===== config.mk =====
export PLATFORM = sky130hd
export DESIGN_NAME = serial_host_regs
export DESIGN_NICKNAME = d
export VERILOG_FILES = /design/src/serial_host_pkg.sv /design/src/serial_host_regs.sv
export VERILOG_INCLUDE_DIRS = /design/src
export SDC_FILE = /design/constraint.sdc
export NUM_CORES = 1
export LEC_CHECK = 0
export BUFFER_PORTS_ARGS = -buffer_cell sky130_fd_sc_hd__buf_2
export CORE_AREA = 2 2 105 107
export DETAILED_ROUTE_END_ITERATION = 10
export DIE_AREA = 0 0 107 109
export PLACE_DENSITY = 0.65
export SLEW_MARGIN = 20
export SYNTH_ARGS = -nofsm -noshare
export SYNTH_HDL_FRONTEND = slang
export SYNTH_SLANG_ARGS = --single-unit

===== constraint.sdc =====
create_clock -name mclk -period 1.6 [get_ports mclk]
set_input_delay 0.24 -clock mclk [delete_from_list [all_inputs] [get_ports mclk]]
set_output_delay 0.24 -clock mclk [all_outputs]
set_load 0.05 [all_outputs]

===== src/serial_host_defs.svh =====
// Register offsets, field positions, reset values and codes of the host serial register file
// Summary of operation
// - Offset 0: receive/transmit, divisor low when latched
// - Offset 1: interrupt enable, divisor high when latched
// - Divisor bytes stored only, never steer hardware
// - Non-FIFO receive read returns firmware's byte
// - FIFO receive read fetches next engine-memory byte
// - FIFO transmit write stores byte into engine memory
// - Enable bit 0 passes receive ready/timeout
// - Enable bit 1 interrupts on transmit empty
// - Enable bit 2 passes line status interrupts
// - Enable bit 3 passes modem status interrupts
// - Five priority levels, top source coded
// - Identification frozen during read, updated after
// - Identification bits 7,6 mirror FIFO enable
// - Bit 0 low when pending, resets high
// - Priority code reset only by engine reset
// - Other registers reset by host or D3-D0
// - Line control 03h, identification 01h, others 00h
// - Line and modem status read-only, clear-on-read
// - Offset 2: writes FIFO control, reads identification
// - FIFO enable change clears both FIFOs
`ifndef SERIAL_HOST_DEFS_SVH
`define SERIAL_HOST_DEFS_SVH

// Register offsets
`define OFS_DATA        3'h0
`define OFS_IER         3'h1
`define OFS_IDENT       3'h2
`define OFS_LINE_CTRL   3'h3
`define OFS_MODEM_CTRL  3'h4
`define OFS_LINE_STAT   3'h5
`define OFS_MODEM_STAT  3'h6
`define OFS_SCRATCH     3'h7

// Reset values
`define RST_BYTE        8'h00
`define RST_LINE_CTRL   8'h03
`define RST_CODE        3'h0

// Field positions
`define LCR_LATCH_BIT   7
`define FCR_FIFO_ON     0
`define FCR_RX_CLEAR    1
`define FCR_TX_CLEAR    2
`define IER_RX_READY    0
`define IER_TX_EMPTY    1
`define IER_LINE_STAT   2
`define IER_MODEM_STAT  3
`define IER_USED_MASK   8'h0F
`define MCR_USED_MASK   8'h1F

// Priority codes reported in identification bits 3:1
`define CODE_LINE_STAT  3'h3
`define CODE_RX_READY   3'h2
`define CODE_RX_TIMEOUT 3'h6
`define CODE_TX_EMPTY   3'h1
`define CODE_MODEM_STAT 3'h0
`define CODE_NONE       3'h0

`endif


===== src/serial_host_pkg.sv =====
// Types shared by the host serial register file
package serial_host_pkg;

  // One host access request
  typedef struct packed {
    logic       rd;
    logic       wr;
    logic [2:0] addr;
    logic [7:0] wdata;
  } host_req_t;

  // Interrupt sources raised by firmware, levels
  typedef struct packed {
    logic line_status;
    logic rx_ready;
    logic rx_timeout;
    logic tx_empty;
    logic modem_status;
  } irq_src_t;

  // Configuration shown to firmware
  typedef struct packed {
    logic [7:0] line_ctrl;
    logic [7:0] modem_ctrl;
    logic [7:0] irq_enable;
    logic [7:0] divisor_low;
    logic [7:0] divisor_high;
    logic       fifo_on;
  } fw_cfg_t;

  // Access state machine, Gray coded along idle -> mem_wait -> answer
  typedef enum logic [1:0] {
    ST_IDLE     = 2'b00,
    ST_MEM_WAIT = 2'b01,
    ST_ANSWER   = 2'b11
  } acc_state_t;

endpackage : serial_host_pkg


===== src/serial_host_regs.sv =====
// Host-facing register file of a firmware-emulated serial port
`include "serial_host_defs.svh"

module serial_host_regs (
  // Clock and resets
  input  wire logic                       mclk,
  input  wire logic                       srst,
  input  wire logic                       d3_to_d0,
  input  wire logic                       engine_rst,
  // Host access port
  input  wire serial_host_pkg::host_req_t host_req,
  output logic                            host_ack,
  output logic [7:0]                      host_rdata,
  output logic                            host_irq,
  // Firmware side, non-FIFO data and status
  input  wire logic                       fw_rx_load,
  input  wire logic [7:0]                 fw_rx_data,
  input  wire serial_host_pkg::irq_src_t  irq_src,
  input  wire logic [7:0]                 line_status_in,
  input  wire logic [7:0]                 modem_status_in,
  output logic                            rx_byte_taken,
  output logic                            tx_byte_valid,
  output logic [7:0]                      tx_byte,
  output logic                            line_status_read,
  output logic                            modem_status_read,
  output serial_host_pkg::fw_cfg_t        fw_cfg,
  // Engine memory FIFO side
  output logic                            mem_rx_rd_req,
  input  wire logic                       mem_rx_rd_valid,
  input  wire logic [7:0]                 mem_rx_rd_data,
  output logic                            mem_tx_wr,
  output logic [7:0]                      mem_tx_data,
  output logic                            fifo_rx_clear,
  output logic                            fifo_tx_clear
);
  import serial_host_pkg::*;

  // How the register file behaves
  // Host accesses are one-cycle strobes, taken only while idle.
  // A request made while an access is outstanding is dropped silently,
  // so the host must wait for the acknowledge before the next one.
  // Every access is acknowledged one cycle after it is taken, except a
  // FIFO-mode receive read, which waits for engine memory to answer.
  // The latch bit of line control steers offsets 0 and 1: divisor
  // bytes when set; receive, transmit and interrupt enable when clear.
  // Divisor bytes are storage only; no timing in here depends on them.
  // Non-FIFO transmit hands the byte to firmware as a one-cycle pulse;
  // FIFO transmit writes it to engine memory; nothing else is buffered.
  // Non-FIFO receive returns the byte that firmware loaded last.
  // Identification read data is captured at the taking edge, and the
  // stored code and pending flag hold still until the acknowledge.
  // The interrupt request is not frozen: a source that appears during
  // an identification read still raises it at once.
  // Offsets 5 and 6 return firmware's status bytes unchanged; firmware
  // clears their clear-on-read bits on the read pulses.
  // Host system reset and the D3-to-D0 transition reset everything
  // except the stored priority code, which only engine reset clears.
  // Trade-off: a single outstanding access keeps the decode simple at
  // the cost of throughput, which a byte-wide legacy port does not need.

  acc_state_t state;
  logic       host_reset;
  logic       take;
  logic       latch_on;
  logic [7:0] receive_byte;
  logic [7:0] scratch_byte;
  logic [2:0] interrupt_priority_code;
  logic [2:0] next_code;
  logic       no_interrupt_pending;
  logic       next_pending;
  logic       ident_frozen;
  logic       rx_ready_irq_on;
  logic       line_or_tx_empty_irq_on;
  logic       line_irq_on;
  logic       modem_status_irq_on;
  logic [7:0] read_mux;
  logic       rx_fifo_read;
  logic       fcr_write;
  logic       mode_change;
  logic       tx_write;

  // Host system reset and the D3-to-D0 transition reset the same state
  assign host_reset = srst | d3_to_d0;
  assign take       = (state == ST_IDLE) & (host_req.rd | host_req.wr);
  assign latch_on   = fw_cfg.line_ctrl[`LCR_LATCH_BIT];

  assign rx_ready_irq_on         = fw_cfg.irq_enable[`IER_RX_READY];
  assign line_or_tx_empty_irq_on = fw_cfg.irq_enable[`IER_TX_EMPTY];
  assign line_irq_on             = fw_cfg.irq_enable[`IER_LINE_STAT];
  assign modem_status_irq_on     = fw_cfg.irq_enable[`IER_MODEM_STAT];

  // A receive read in FIFO mode must wait for engine memory
  assign rx_fifo_read = take & host_req.rd & ~latch_on
                      & (host_req.addr == `OFS_DATA) & fw_cfg.fifo_on;

  // Access sequencing: requests are taken only in idle, one at a time
  always_ff @(posedge mclk) begin
    if (host_reset) begin
      state <= ST_IDLE;
    end else begin
      case (state)
        ST_IDLE: begin
          if (rx_fifo_read) begin
            state <= ST_MEM_WAIT;
          end else if (take) begin
            state <= ST_ANSWER;
          end
        end
        ST_MEM_WAIT: begin
          if (mem_rx_rd_valid) begin
            state <= ST_ANSWER;
          end
        end
        ST_ANSWER: begin
          state <= ST_IDLE;
        end
        default: begin
          state <= ST_IDLE;
        end
      endcase
    end
  end

  // Host-written configuration registers
  always_ff @(posedge mclk) begin
    if (host_reset) begin
      fw_cfg.line_ctrl    <= `RST_LINE_CTRL;
      fw_cfg.modem_ctrl   <= `RST_BYTE;
      fw_cfg.irq_enable   <= `RST_BYTE;
      fw_cfg.divisor_low  <= `RST_BYTE;
      fw_cfg.divisor_high <= `RST_BYTE;
      fw_cfg.fifo_on      <= 1'b0;
      scratch_byte        <= `RST_BYTE;
    end else if (take & host_req.wr) begin
      if (host_req.addr == `OFS_DATA) begin
        if (latch_on) begin
          fw_cfg.divisor_low <= host_req.wdata;
        end
      end else if (host_req.addr == `OFS_IER) begin
        if (latch_on) begin
          fw_cfg.divisor_high <= host_req.wdata;
        end else begin
          fw_cfg.irq_enable <= host_req.wdata & `IER_USED_MASK;
        end
      end else if (host_req.addr == `OFS_IDENT) begin
        fw_cfg.fifo_on <= host_req.wdata[`FCR_FIFO_ON];
      end else if (host_req.addr == `OFS_LINE_CTRL) begin
        fw_cfg.line_ctrl <= host_req.wdata;
      end else if (host_req.addr == `OFS_MODEM_CTRL) begin
        fw_cfg.modem_ctrl <= host_req.wdata & `MCR_USED_MASK;
      end else if (host_req.addr == `OFS_SCRATCH) begin
        scratch_byte <= host_req.wdata;
      end
    end
  end

  // FIFO control write, and a change of the enable bit that it carries
  assign fcr_write   = take & host_req.wr & (host_req.addr == `OFS_IDENT);
  assign mode_change = fcr_write & (host_req.wdata[`FCR_FIFO_ON] != fw_cfg.fifo_on);

  // Receive FIFO clear: self-clearing pulse on request or on a mode change
  always_ff @(posedge mclk) begin
    if (host_reset) begin
      fifo_rx_clear <= 1'b0;
    end else begin
      fifo_rx_clear <= mode_change | (fcr_write & host_req.wdata[`FCR_RX_CLEAR]);
    end
  end

  // Transmit FIFO clear: same rule as the receive side
  always_ff @(posedge mclk) begin
    if (host_reset) begin
      fifo_tx_clear <= 1'b0;
    end else begin
      fifo_tx_clear <= mode_change | (fcr_write & host_req.wdata[`FCR_TX_CLEAR]);
    end
  end

  // Receive byte placed by firmware for non-FIFO reads
  always_ff @(posedge mclk) begin
    if (host_reset) begin
      receive_byte <= `RST_BYTE;
    end else if (fw_rx_load) begin
      receive_byte <= fw_rx_data;
    end
  end

  // Host transmit write: offset 0 with the latch bit clear
  assign tx_write = take & host_req.wr & ~latch_on & (host_req.addr == `OFS_DATA);

  // Non-FIFO transmit: byte handed to firmware with a one-cycle valid
  always_ff @(posedge mclk) begin
    if (host_reset) begin
      tx_byte_valid <= 1'b0;
      tx_byte       <= `RST_BYTE;
    end else begin
      tx_byte_valid <= tx_write & ~fw_cfg.fifo_on;
      if (tx_write & ~fw_cfg.fifo_on) begin
        tx_byte <= host_req.wdata;
      end
    end
  end

  // FIFO transmit: hardware writes the byte into engine memory
  always_ff @(posedge mclk) begin
    if (host_reset) begin
      mem_tx_wr   <= 1'b0;
      mem_tx_data <= `RST_BYTE;
    end else begin
      mem_tx_wr <= tx_write & fw_cfg.fifo_on;
      if (tx_write & fw_cfg.fifo_on) begin
        mem_tx_data <= host_req.wdata;
      end
    end
  end

  // Engine memory read request, one pulse per FIFO receive read
  always_ff @(posedge mclk) begin
    if (host_reset) begin
      mem_rx_rd_req <= 1'b0;
    end else begin
      mem_rx_rd_req <= rx_fifo_read;
    end
  end

  // Priority encoder over enabled sources, line status highest
  always_comb begin
    next_pending = 1'b1;
    if (irq_src.line_status & line_irq_on) begin
      next_code = `CODE_LINE_STAT;
    end else if (irq_src.rx_ready & rx_ready_irq_on) begin
      next_code = `CODE_RX_READY;
    end else if (irq_src.rx_timeout & rx_ready_irq_on) begin
      next_code = `CODE_RX_TIMEOUT;
    end else if (irq_src.tx_empty & line_or_tx_empty_irq_on) begin
      next_code = `CODE_TX_EMPTY;
    end else if (irq_src.modem_status & modem_status_irq_on) begin
      next_code = `CODE_MODEM_STAT;
    end else begin
      next_code    = `CODE_NONE;
      next_pending = 1'b0;
    end
  end

  // Freeze window: from a taken identification read until its answer
  always_ff @(posedge mclk) begin
    if (host_reset) begin
      ident_frozen <= 1'b0;
    end else if (take & host_req.rd & (host_req.addr == `OFS_IDENT)) begin
      ident_frozen <= 1'b1;
    end else if (state == ST_ANSWER) begin
      ident_frozen <= 1'b0;
    end
  end

  // Priority code survives host reset; only engine reset clears it
  always_ff @(posedge mclk) begin
    if (engine_rst) begin
      interrupt_priority_code <= `RST_CODE;
    end else if (~ident_frozen) begin
      interrupt_priority_code <= next_code;
    end
  end

  // Pending flag follows the frozen indication; the interrupt request stays live
  always_ff @(posedge mclk) begin
    if (host_reset) begin
      no_interrupt_pending <= 1'b1;
    end else if (~ident_frozen) begin
      no_interrupt_pending <= ~next_pending;
    end
  end

  // Request is live, not frozen, so a new source is never hidden
  always_ff @(posedge mclk) begin
    if (host_reset) begin
      host_irq <= 1'b0;
    end else begin
      host_irq <= next_pending;
    end
  end

  // Read data selection
  always_comb begin
    read_mux = `RST_BYTE;
    if (host_req.addr == `OFS_DATA) begin
      if (latch_on) begin
        read_mux = fw_cfg.divisor_low;
      end else begin
        read_mux = receive_byte;
      end
    end else if (host_req.addr == `OFS_IER) begin
      if (latch_on) begin
        read_mux = fw_cfg.divisor_high;
      end else begin
        read_mux = fw_cfg.irq_enable;
      end
    end else if (host_req.addr == `OFS_IDENT) begin
      read_mux = {fw_cfg.fifo_on, fw_cfg.fifo_on, 2'b00,
                  next_code, ~next_pending};
      if (ident_frozen) begin
        read_mux = {fw_cfg.fifo_on, fw_cfg.fifo_on, 2'b00,
                    interrupt_priority_code, no_interrupt_pending};
      end
    end else if (host_req.addr == `OFS_LINE_CTRL) begin
      read_mux = fw_cfg.line_ctrl;
    end else if (host_req.addr == `OFS_MODEM_CTRL) begin
      read_mux = fw_cfg.modem_ctrl;
    end else if (host_req.addr == `OFS_LINE_STAT) begin
      read_mux = line_status_in;
    end else if (host_req.addr == `OFS_MODEM_STAT) begin
      read_mux = modem_status_in;
    end else if (host_req.addr == `OFS_SCRATCH) begin
      read_mux = scratch_byte;
    end
  end

  // Read data capture; identification is captured at the taking edge
  always_ff @(posedge mclk) begin
    if (host_reset) begin
      host_rdata <= `RST_BYTE;
    end else if ((state == ST_MEM_WAIT) & mem_rx_rd_valid) begin
      host_rdata <= mem_rx_rd_data;
    end else if (take & host_req.rd & ~rx_fifo_read) begin
      host_rdata <= read_mux;
    end else if (take & host_req.wr) begin
      host_rdata <= `RST_BYTE;
    end
  end

  // Acknowledge: the cycle after a take, or after engine memory answers
  always_ff @(posedge mclk) begin
    if (host_reset) begin
      host_ack <= 1'b0;
    end else if (state == ST_IDLE) begin
      host_ack <= take & ~rx_fifo_read;
    end else begin
      host_ack <= (state == ST_MEM_WAIT) & mem_rx_rd_valid;
    end
  end

  // Receive byte taken by the host in non-FIFO mode, for firmware
  always_ff @(posedge mclk) begin
    if (host_reset) begin
      rx_byte_taken <= 1'b0;
    end else begin
      rx_byte_taken <= take & host_req.rd & ~latch_on & ~fw_cfg.fifo_on
                     & (host_req.addr == `OFS_DATA);
    end
  end

  // Line status read pulse; firmware clears its clear-on-read bits on it
  always_ff @(posedge mclk) begin
    if (host_reset) begin
      line_status_read <= 1'b0;
    end else begin
      line_status_read <= take & host_req.rd & (host_req.addr == `OFS_LINE_STAT);
    end
  end

  // Modem status read pulse, same use as the line status one
  always_ff @(posedge mclk) begin
    if (host_reset) begin
      modem_status_read <= 1'b0;
    end else begin
      modem_status_read <= take & host_req.rd & (host_req.addr == `OFS_MODEM_STAT);
    end
  end

endmodule : serial_host_regs


# Word level (Yosys, flattened, before mapping)
# Index checks and enable logic that the tools add are counted.
[classes] n_mux=30 n_reduce_logical=12 n_eq_ne=12 bitwise_logic=40
[ops] cell="8-bit 2-to-1 mux" count=13
[ops] cell="1-bit AND" count=27
[ops] cell="3-bit == test, second input constant" count=4
[ops] cell="4-bit AND reduction" count=3
[ops] cell="1-bit 2-to-1 mux" count=9
[ops] cell="3-bit 2-to-1 mux" count=3
[ops] cell="1-bit NOT" count=9
[ops] cell="7-bit AND reduction" count=1
[ops] cell="3-bit by 2-bit == test with 1-bit output, second input constant" count=2
[ops] cell="2-bit 2-to-1 mux" count=3
[ops] cell="6-bit AND reduction" count=1
[ops] cell="5-bit AND reduction" count=1
[ops] cell="4-bit 2-to-1 mux" count=1
[ops] cell="1-bit bitwise OR" count=4
[ops] cell="2-bit case mux with 2 select lines" count=1
[ops] cell="3-bit by 1-bit == test with 1-bit output, second input constant" count=1
[ops] cell="3-bit zero test" count=1
[ops] cell="3-bit inequality test, second input constant" count=1
[ops] cell="3-bit AND reduction" count=1
[ops] cell="3-bit nonzero test" count=1
[ops] cell="2-bit by 1-bit == test with 1-bit output, second input constant" count=1
[ops] cell="2-bit == test, second input constant" count=1
[ops] cell="2-bit zero test" count=1
[ops] cell="2-bit inequality test, second input constant" count=1
[ops] cell="other kinds (3)" count=3
[totals] regBits=91 wordCells=119 inputBits=56 out_inout_bits=75

# Depth between registers and ports, before layout
[logic_depth] word_depth=13 depth_mapped=8 mapped_depth_nobuf=5

# Worst setup path after synthesis
# No wires, ideal clock.
[synth_path] path_kind="flip-flop to flip-flop" startpoint="register fw_cfg[40] (netlist bit)" endpoint="register host_rdata[4]" arrival_time_ns=1.828 setup_time_ns=0.087 path_slack_ns=-0.315 n_path_buf=2 required_time_ns=1.513 synth_period_minus_slack_ns=1.915 stages_incl_launch_ff=7 path_cell_list="dfxtp_1 > buf_4 > buf_2 > nand2_1 > a221oi_1 > a21oi_1 > o31ai_1"
[synth_between] elab_chain_len=8 elab_cells_between_ends=13 classes_between="mux (6); bitwise (6); reduce/logical (1)"
[synth_lines] item="start, declared" line_no="serial_host_regs.sv:26" text="output serial_host_pkg::fw_cfg_t fw_cfg,"
[synth_lines] item="1-bit NOT (no line)"
[synth_lines] item="1-bit AND (3 in a row)" line_no="serial_host_regs.sv:93" text="assign rx_fifo_read = take & host_req.rd & ~latch_on"
[synth_lines] item="1-bit NOT" line_no="serial_host_regs.sv:324" text="end else if (take & host_req.rd & ~rx_fifo_read) begin"
[synth_lines] item="1-bit AND" line_no="serial_host_regs.sv:324"
[synth_lines] item="8-bit 2-to-1 mux" line_no="serial_host_regs.sv:324"
[synth_lines] item="8-bit 2-to-1 mux" line_no="serial_host_regs.sv:322" text="end else if ((state == ST_MEM_WAIT) & mem_rx_rd_valid) begin"
[synth_lines] item="end signal, assigned" line_no="serial_host_regs.sv:321" text="host_rdata <= `RST_BYTE;"
[synth_lines] item="end signal, assigned" line_no="serial_host_regs.sv:323" text="host_rdata <= mem_rx_rd_data;"
[synth_lines] item="end signal, assigned" line_no="serial_host_regs.sv:325" text="host_rdata <= read_mux;"
[synth_lines] item="end, declared" line_no="serial_host_regs.sv:13" text="output logic [7:0] host_rdata,"
# Parallel ways exist; a longest one is shown, timed or not.
# A chain may end at the register's enable or synchronous reset.

# Worst setup path in the final report
[layout_path] startpoint="register fw_cfg[40] (netlist bit)" endpoint="register host_rdata[2]"
# The elaborated chain is that of the path after synthesis.

==> metrics <==
Total Die Area 11700 um2; Arrival @ worst endpoint 1.86 ns; residual DRC count 0; # port buffers 123; VDD IR-drop max 0.517 mV; Max stage delay on crit path 0.43 ns; Die Wd 107 um; Clock Pin Slew Worst Setup and Hold Paths roughly 0.10 ns; total grt overflow 0; combinational power share 0.141; Synth cell types between 50 and 60; final hold slack 0.0685 ns; Syn. warnings 0; hold path start engine_rst; largest net degree at the start of global routing 39; post-DP HPWL between 9 and 10 mm; ys flop type dfxtp_1; CTS sink cnt 91; Via density 5.36; Total Nets Final 671; Hold Buf Count CTS 0; DR iter-0 viols 374; switching share of power 0.293; Max Buffers Root-to-Sink 2; leakage power ~2.5 nW; Detail Route Antenna Nets 0; drt wl/cell 17.0 um; Hold Path End interrupt_priority_code[1]; Yosys reg bits 91; worst-path maximum fanout 14; outcome completed; Clk network pwr share 0.334; CTS tree yes; sequential share of power 0.525; drt total wl 12.9 mm; min cycle time layout ~1.6 ns; CP Launch Type flop; Seq/Total Area, Yosys 0.438; worst min path class primary input to flop; Final Hold Vio Count 0; share of layout cells above drive strength 1 0.353; setup TNS 0 ns; Crit Path Category flop to flop; Total Routing Usage GR 0.224; Netlist Area Pre-Place between 4000 and 5000 um2; Final period util 0.970; Routability Congestion between 0.9 and 1; # rows 38; Top Ports between 100 and 150; required time worst endpoint ~1.9 ns; worst reg2reg path depth 6; CTS root buffer clkbuf_8; internal power ~3.1 mW; Starting Density 0.392; r2r setup slk 0.05 ns; setup violators final 0; crit-path cells nor2_1 > a22oi_1 > a2111oi_0 > buf_4 > a31oi_1 > nand3_1; slowest CP cell a2111oi_0; max_cap viols 0; Die H between 100 and 150 um; reg-to-reg startpoint fw_cfg[40]; 1st-pass router iterations 5; number of flops mapped to enable cells by yosys 0; ant diodes 0; async set-reset flop share out of synthesis 0; Layout area overhead 29.7%; worst clock skew 0.00865 ns; first-pass GRT wire length between 15 and 20 mm; Core Region 10600 um2; Slew Limit Fails 0; number of H-tree levels 3; Avg Inst Size Synth 8.94 um2; Sw Pwr 1.29 mW; number of global-route vias before repair about 3800; pwr dens 816 nW/um2; Skew-Pair Late Insertion Delay 0.36 ns; Inserted Clock Buffers 9; via count 4077; Mapped Cells 465; critical path endpoint category flop; hold depth 2; RSZ-0062 raised after global routing false; end of the worst register-to-register path host_rdata[2]; fmax 0.644 GHz; antenna violations before repair 0
[cells in the final DEF, fill, tap and decap left out, types with 2 or more instances in the layout]
master	Yosys	routed
and3_1	2	2
o21ai_0	20	19
a22o_1	3	3
nor3b_4	0	2
buf_12	0	2
o22ai_1	4	4
a32oi_1	2	2
nor2_1	71	71
dfxtp_2	0	3
clkbuf_8	0	9
inv_6	0	3
mux2_2	5	5
buf_2	8	123
nand4_1	2	2
conb_1	1	7
a31oi_1	4	4
nand2b_1	3	3
nand2_1	39	39
nand4_2	2	2
o31ai_1	2	2
mux2i_1	59	59
a221oi_1	6	6
buf_4	9	48
nand3_1	16	16
a211o_1	2	2
inv_1	7	7
or2_2	2	2
a21oi_2	2	2
a21oi_1	28	28
a22oi_1	8	8
nor2b_1	6	6
nor3_1	8	8
dfxtp_4	0	2
o32ai_1	2	2
mux4_2	2	2
dfxtp_1	91	86
a211oi_1	3	3
[synthesized netlist by cell type (all sizes together) (2+ instances only)]
cell type | count | share of area
a2111oi | 2 | 0.0042
o31ai | 2 | 0.0036
nand3 | 17 | 0.022
inv | 7 | 0.0063
clkbuf | 20 | 0.018
o21ai | 20 | 0.024
a22oi | 8 | 0.014
a221oi | 6 | 0.013
a21oi | 30 | 0.038
and3 | 2 | 0.0030
a32oi | 2 | 0.0042
a22o | 3 | 0.0063
nand2 | 40 | 0.037
dfxtp | 91 | 0.44
nor3b | 4 | 0.0084
or2 | 2 | 0.0030
nand2b | 3 | 0.0045
a211oi | 3 | 0.0054
a31oi | 4 | 0.0060
mux2i | 59 | 0.14
nor2b | 6 | 0.0090
buf | 21 | 0.033
mux2 | 5 | 0.014
nor3 | 9 | 0.014
a211o | 2 | 0.0042
o22ai | 4 | 0.0060
nand4 | 4 | 0.0090
nor2 | 72 | 0.069
o32ai | 2 | 0.0042
mux4 | 2 | 0.011
[worst max-delay path by stage]
stage / start / endpoint / cells after the start
floorplan: host_req[10] / host_rdata[7] / 7
global placement: host_req[8] / host_rdata[6] / 6
detailed placement: host_req[8] / tx_byte[7] / 8
CTS: fw_cfg[40] / host_rdata[0] / 6
global route: fw_cfg[40] / tx_byte[7] / 6
finish: fw_cfg[40] / host_rdata[2] / 6
[what timing repair did]
item / 4_1_cts / 5_1_grt
setup endpoints to repair: 4 / 52
resized for setup: 0 / 8
buffers inserted: 1 / 0
pin swaps: 1 / 2
[stage by stage]
step | power [mW] | std cells | setup slack (ns) | utilization | instance area (um2)
after floorplan | 2.74 | 471 | 0.00727 | - | 4190
after detailed placement | 2.97 | 743 | -0.0679 | 0.488 | 5180
after global routing | 4.58 | 760 | 0.00109 | 0.509 | 5390
after global placement | 2.96 | 743 | -0.0674 | 0.488 | 5180
after CTS | 4.43 | 760 | 0.00282 | 0.506 | 5370
final | 4.40 | 760 | 0.0479 | 0.509 | 5390
[cells by family after synthesis]
group | Yosys count | synth area share
mux | 66 | 0.166
xor+xnor | 1 | 0.00211
flops | 91 | 0.438
compound gates | 96 | 0.152
simple gates | 161 | 0.182
other cells | 1 | 0.000902
buf+inv | 49 | 0.0584
[final cells by class]
cell class,instances,area [um2]
fillers,1018,5210
multi-input cells,331,2150
clock inverters,7,57.6
well taps,140,175
flip-flops and latches,91,1830
clock buffers,9,124
inverters,8,30.0
repair buffers,174,1030
[power by group through the flow]
stage / clock, mW / sequential (mW) / combinational [mW]
final: 1.47 / 2.31 / 0.621
after floorplan: 0 / 2.40 / 0.337
after global routing: 1.60 / 2.32 / 0.665
after global placement: 0 / 2.36 / 0.597
after detailed placement: 0 / 2.36 / 0.605
after CTS: 1.51 / 2.31 / 0.608
[sequential cells by signal, indices dropped and copies added, names as in the netlist, 2 cells and up]
register and cells:
state 2, tx_byte 8, scratch_byte 8, host_rdata 8, mem_tx_data 8, receive_byte 8
fw_cfg 34, interrupt_priority_code 3
[layer usage]
layer / track usage / routed length [um] / vias to the layer above
met2: 0.343 / 5670 / 197
li1: - / - / 1940
met3: 0.0395 / 1090 / 24
met4: 0.0900 / 323 / 0
met1: 0.314 / 5830 / 1916
met5: 0 / 0 / -
[worst max-delay path: cells and delay by family, from the launching register on]
family | cells | cell delay [ns]
buf+inv | 1 | 0.18
flops | 1 | 0.41
simple gates | 2 | 0.29
compound gates | 3 | 0.62
Note: power is estimated with default switching activity, not from simulation.
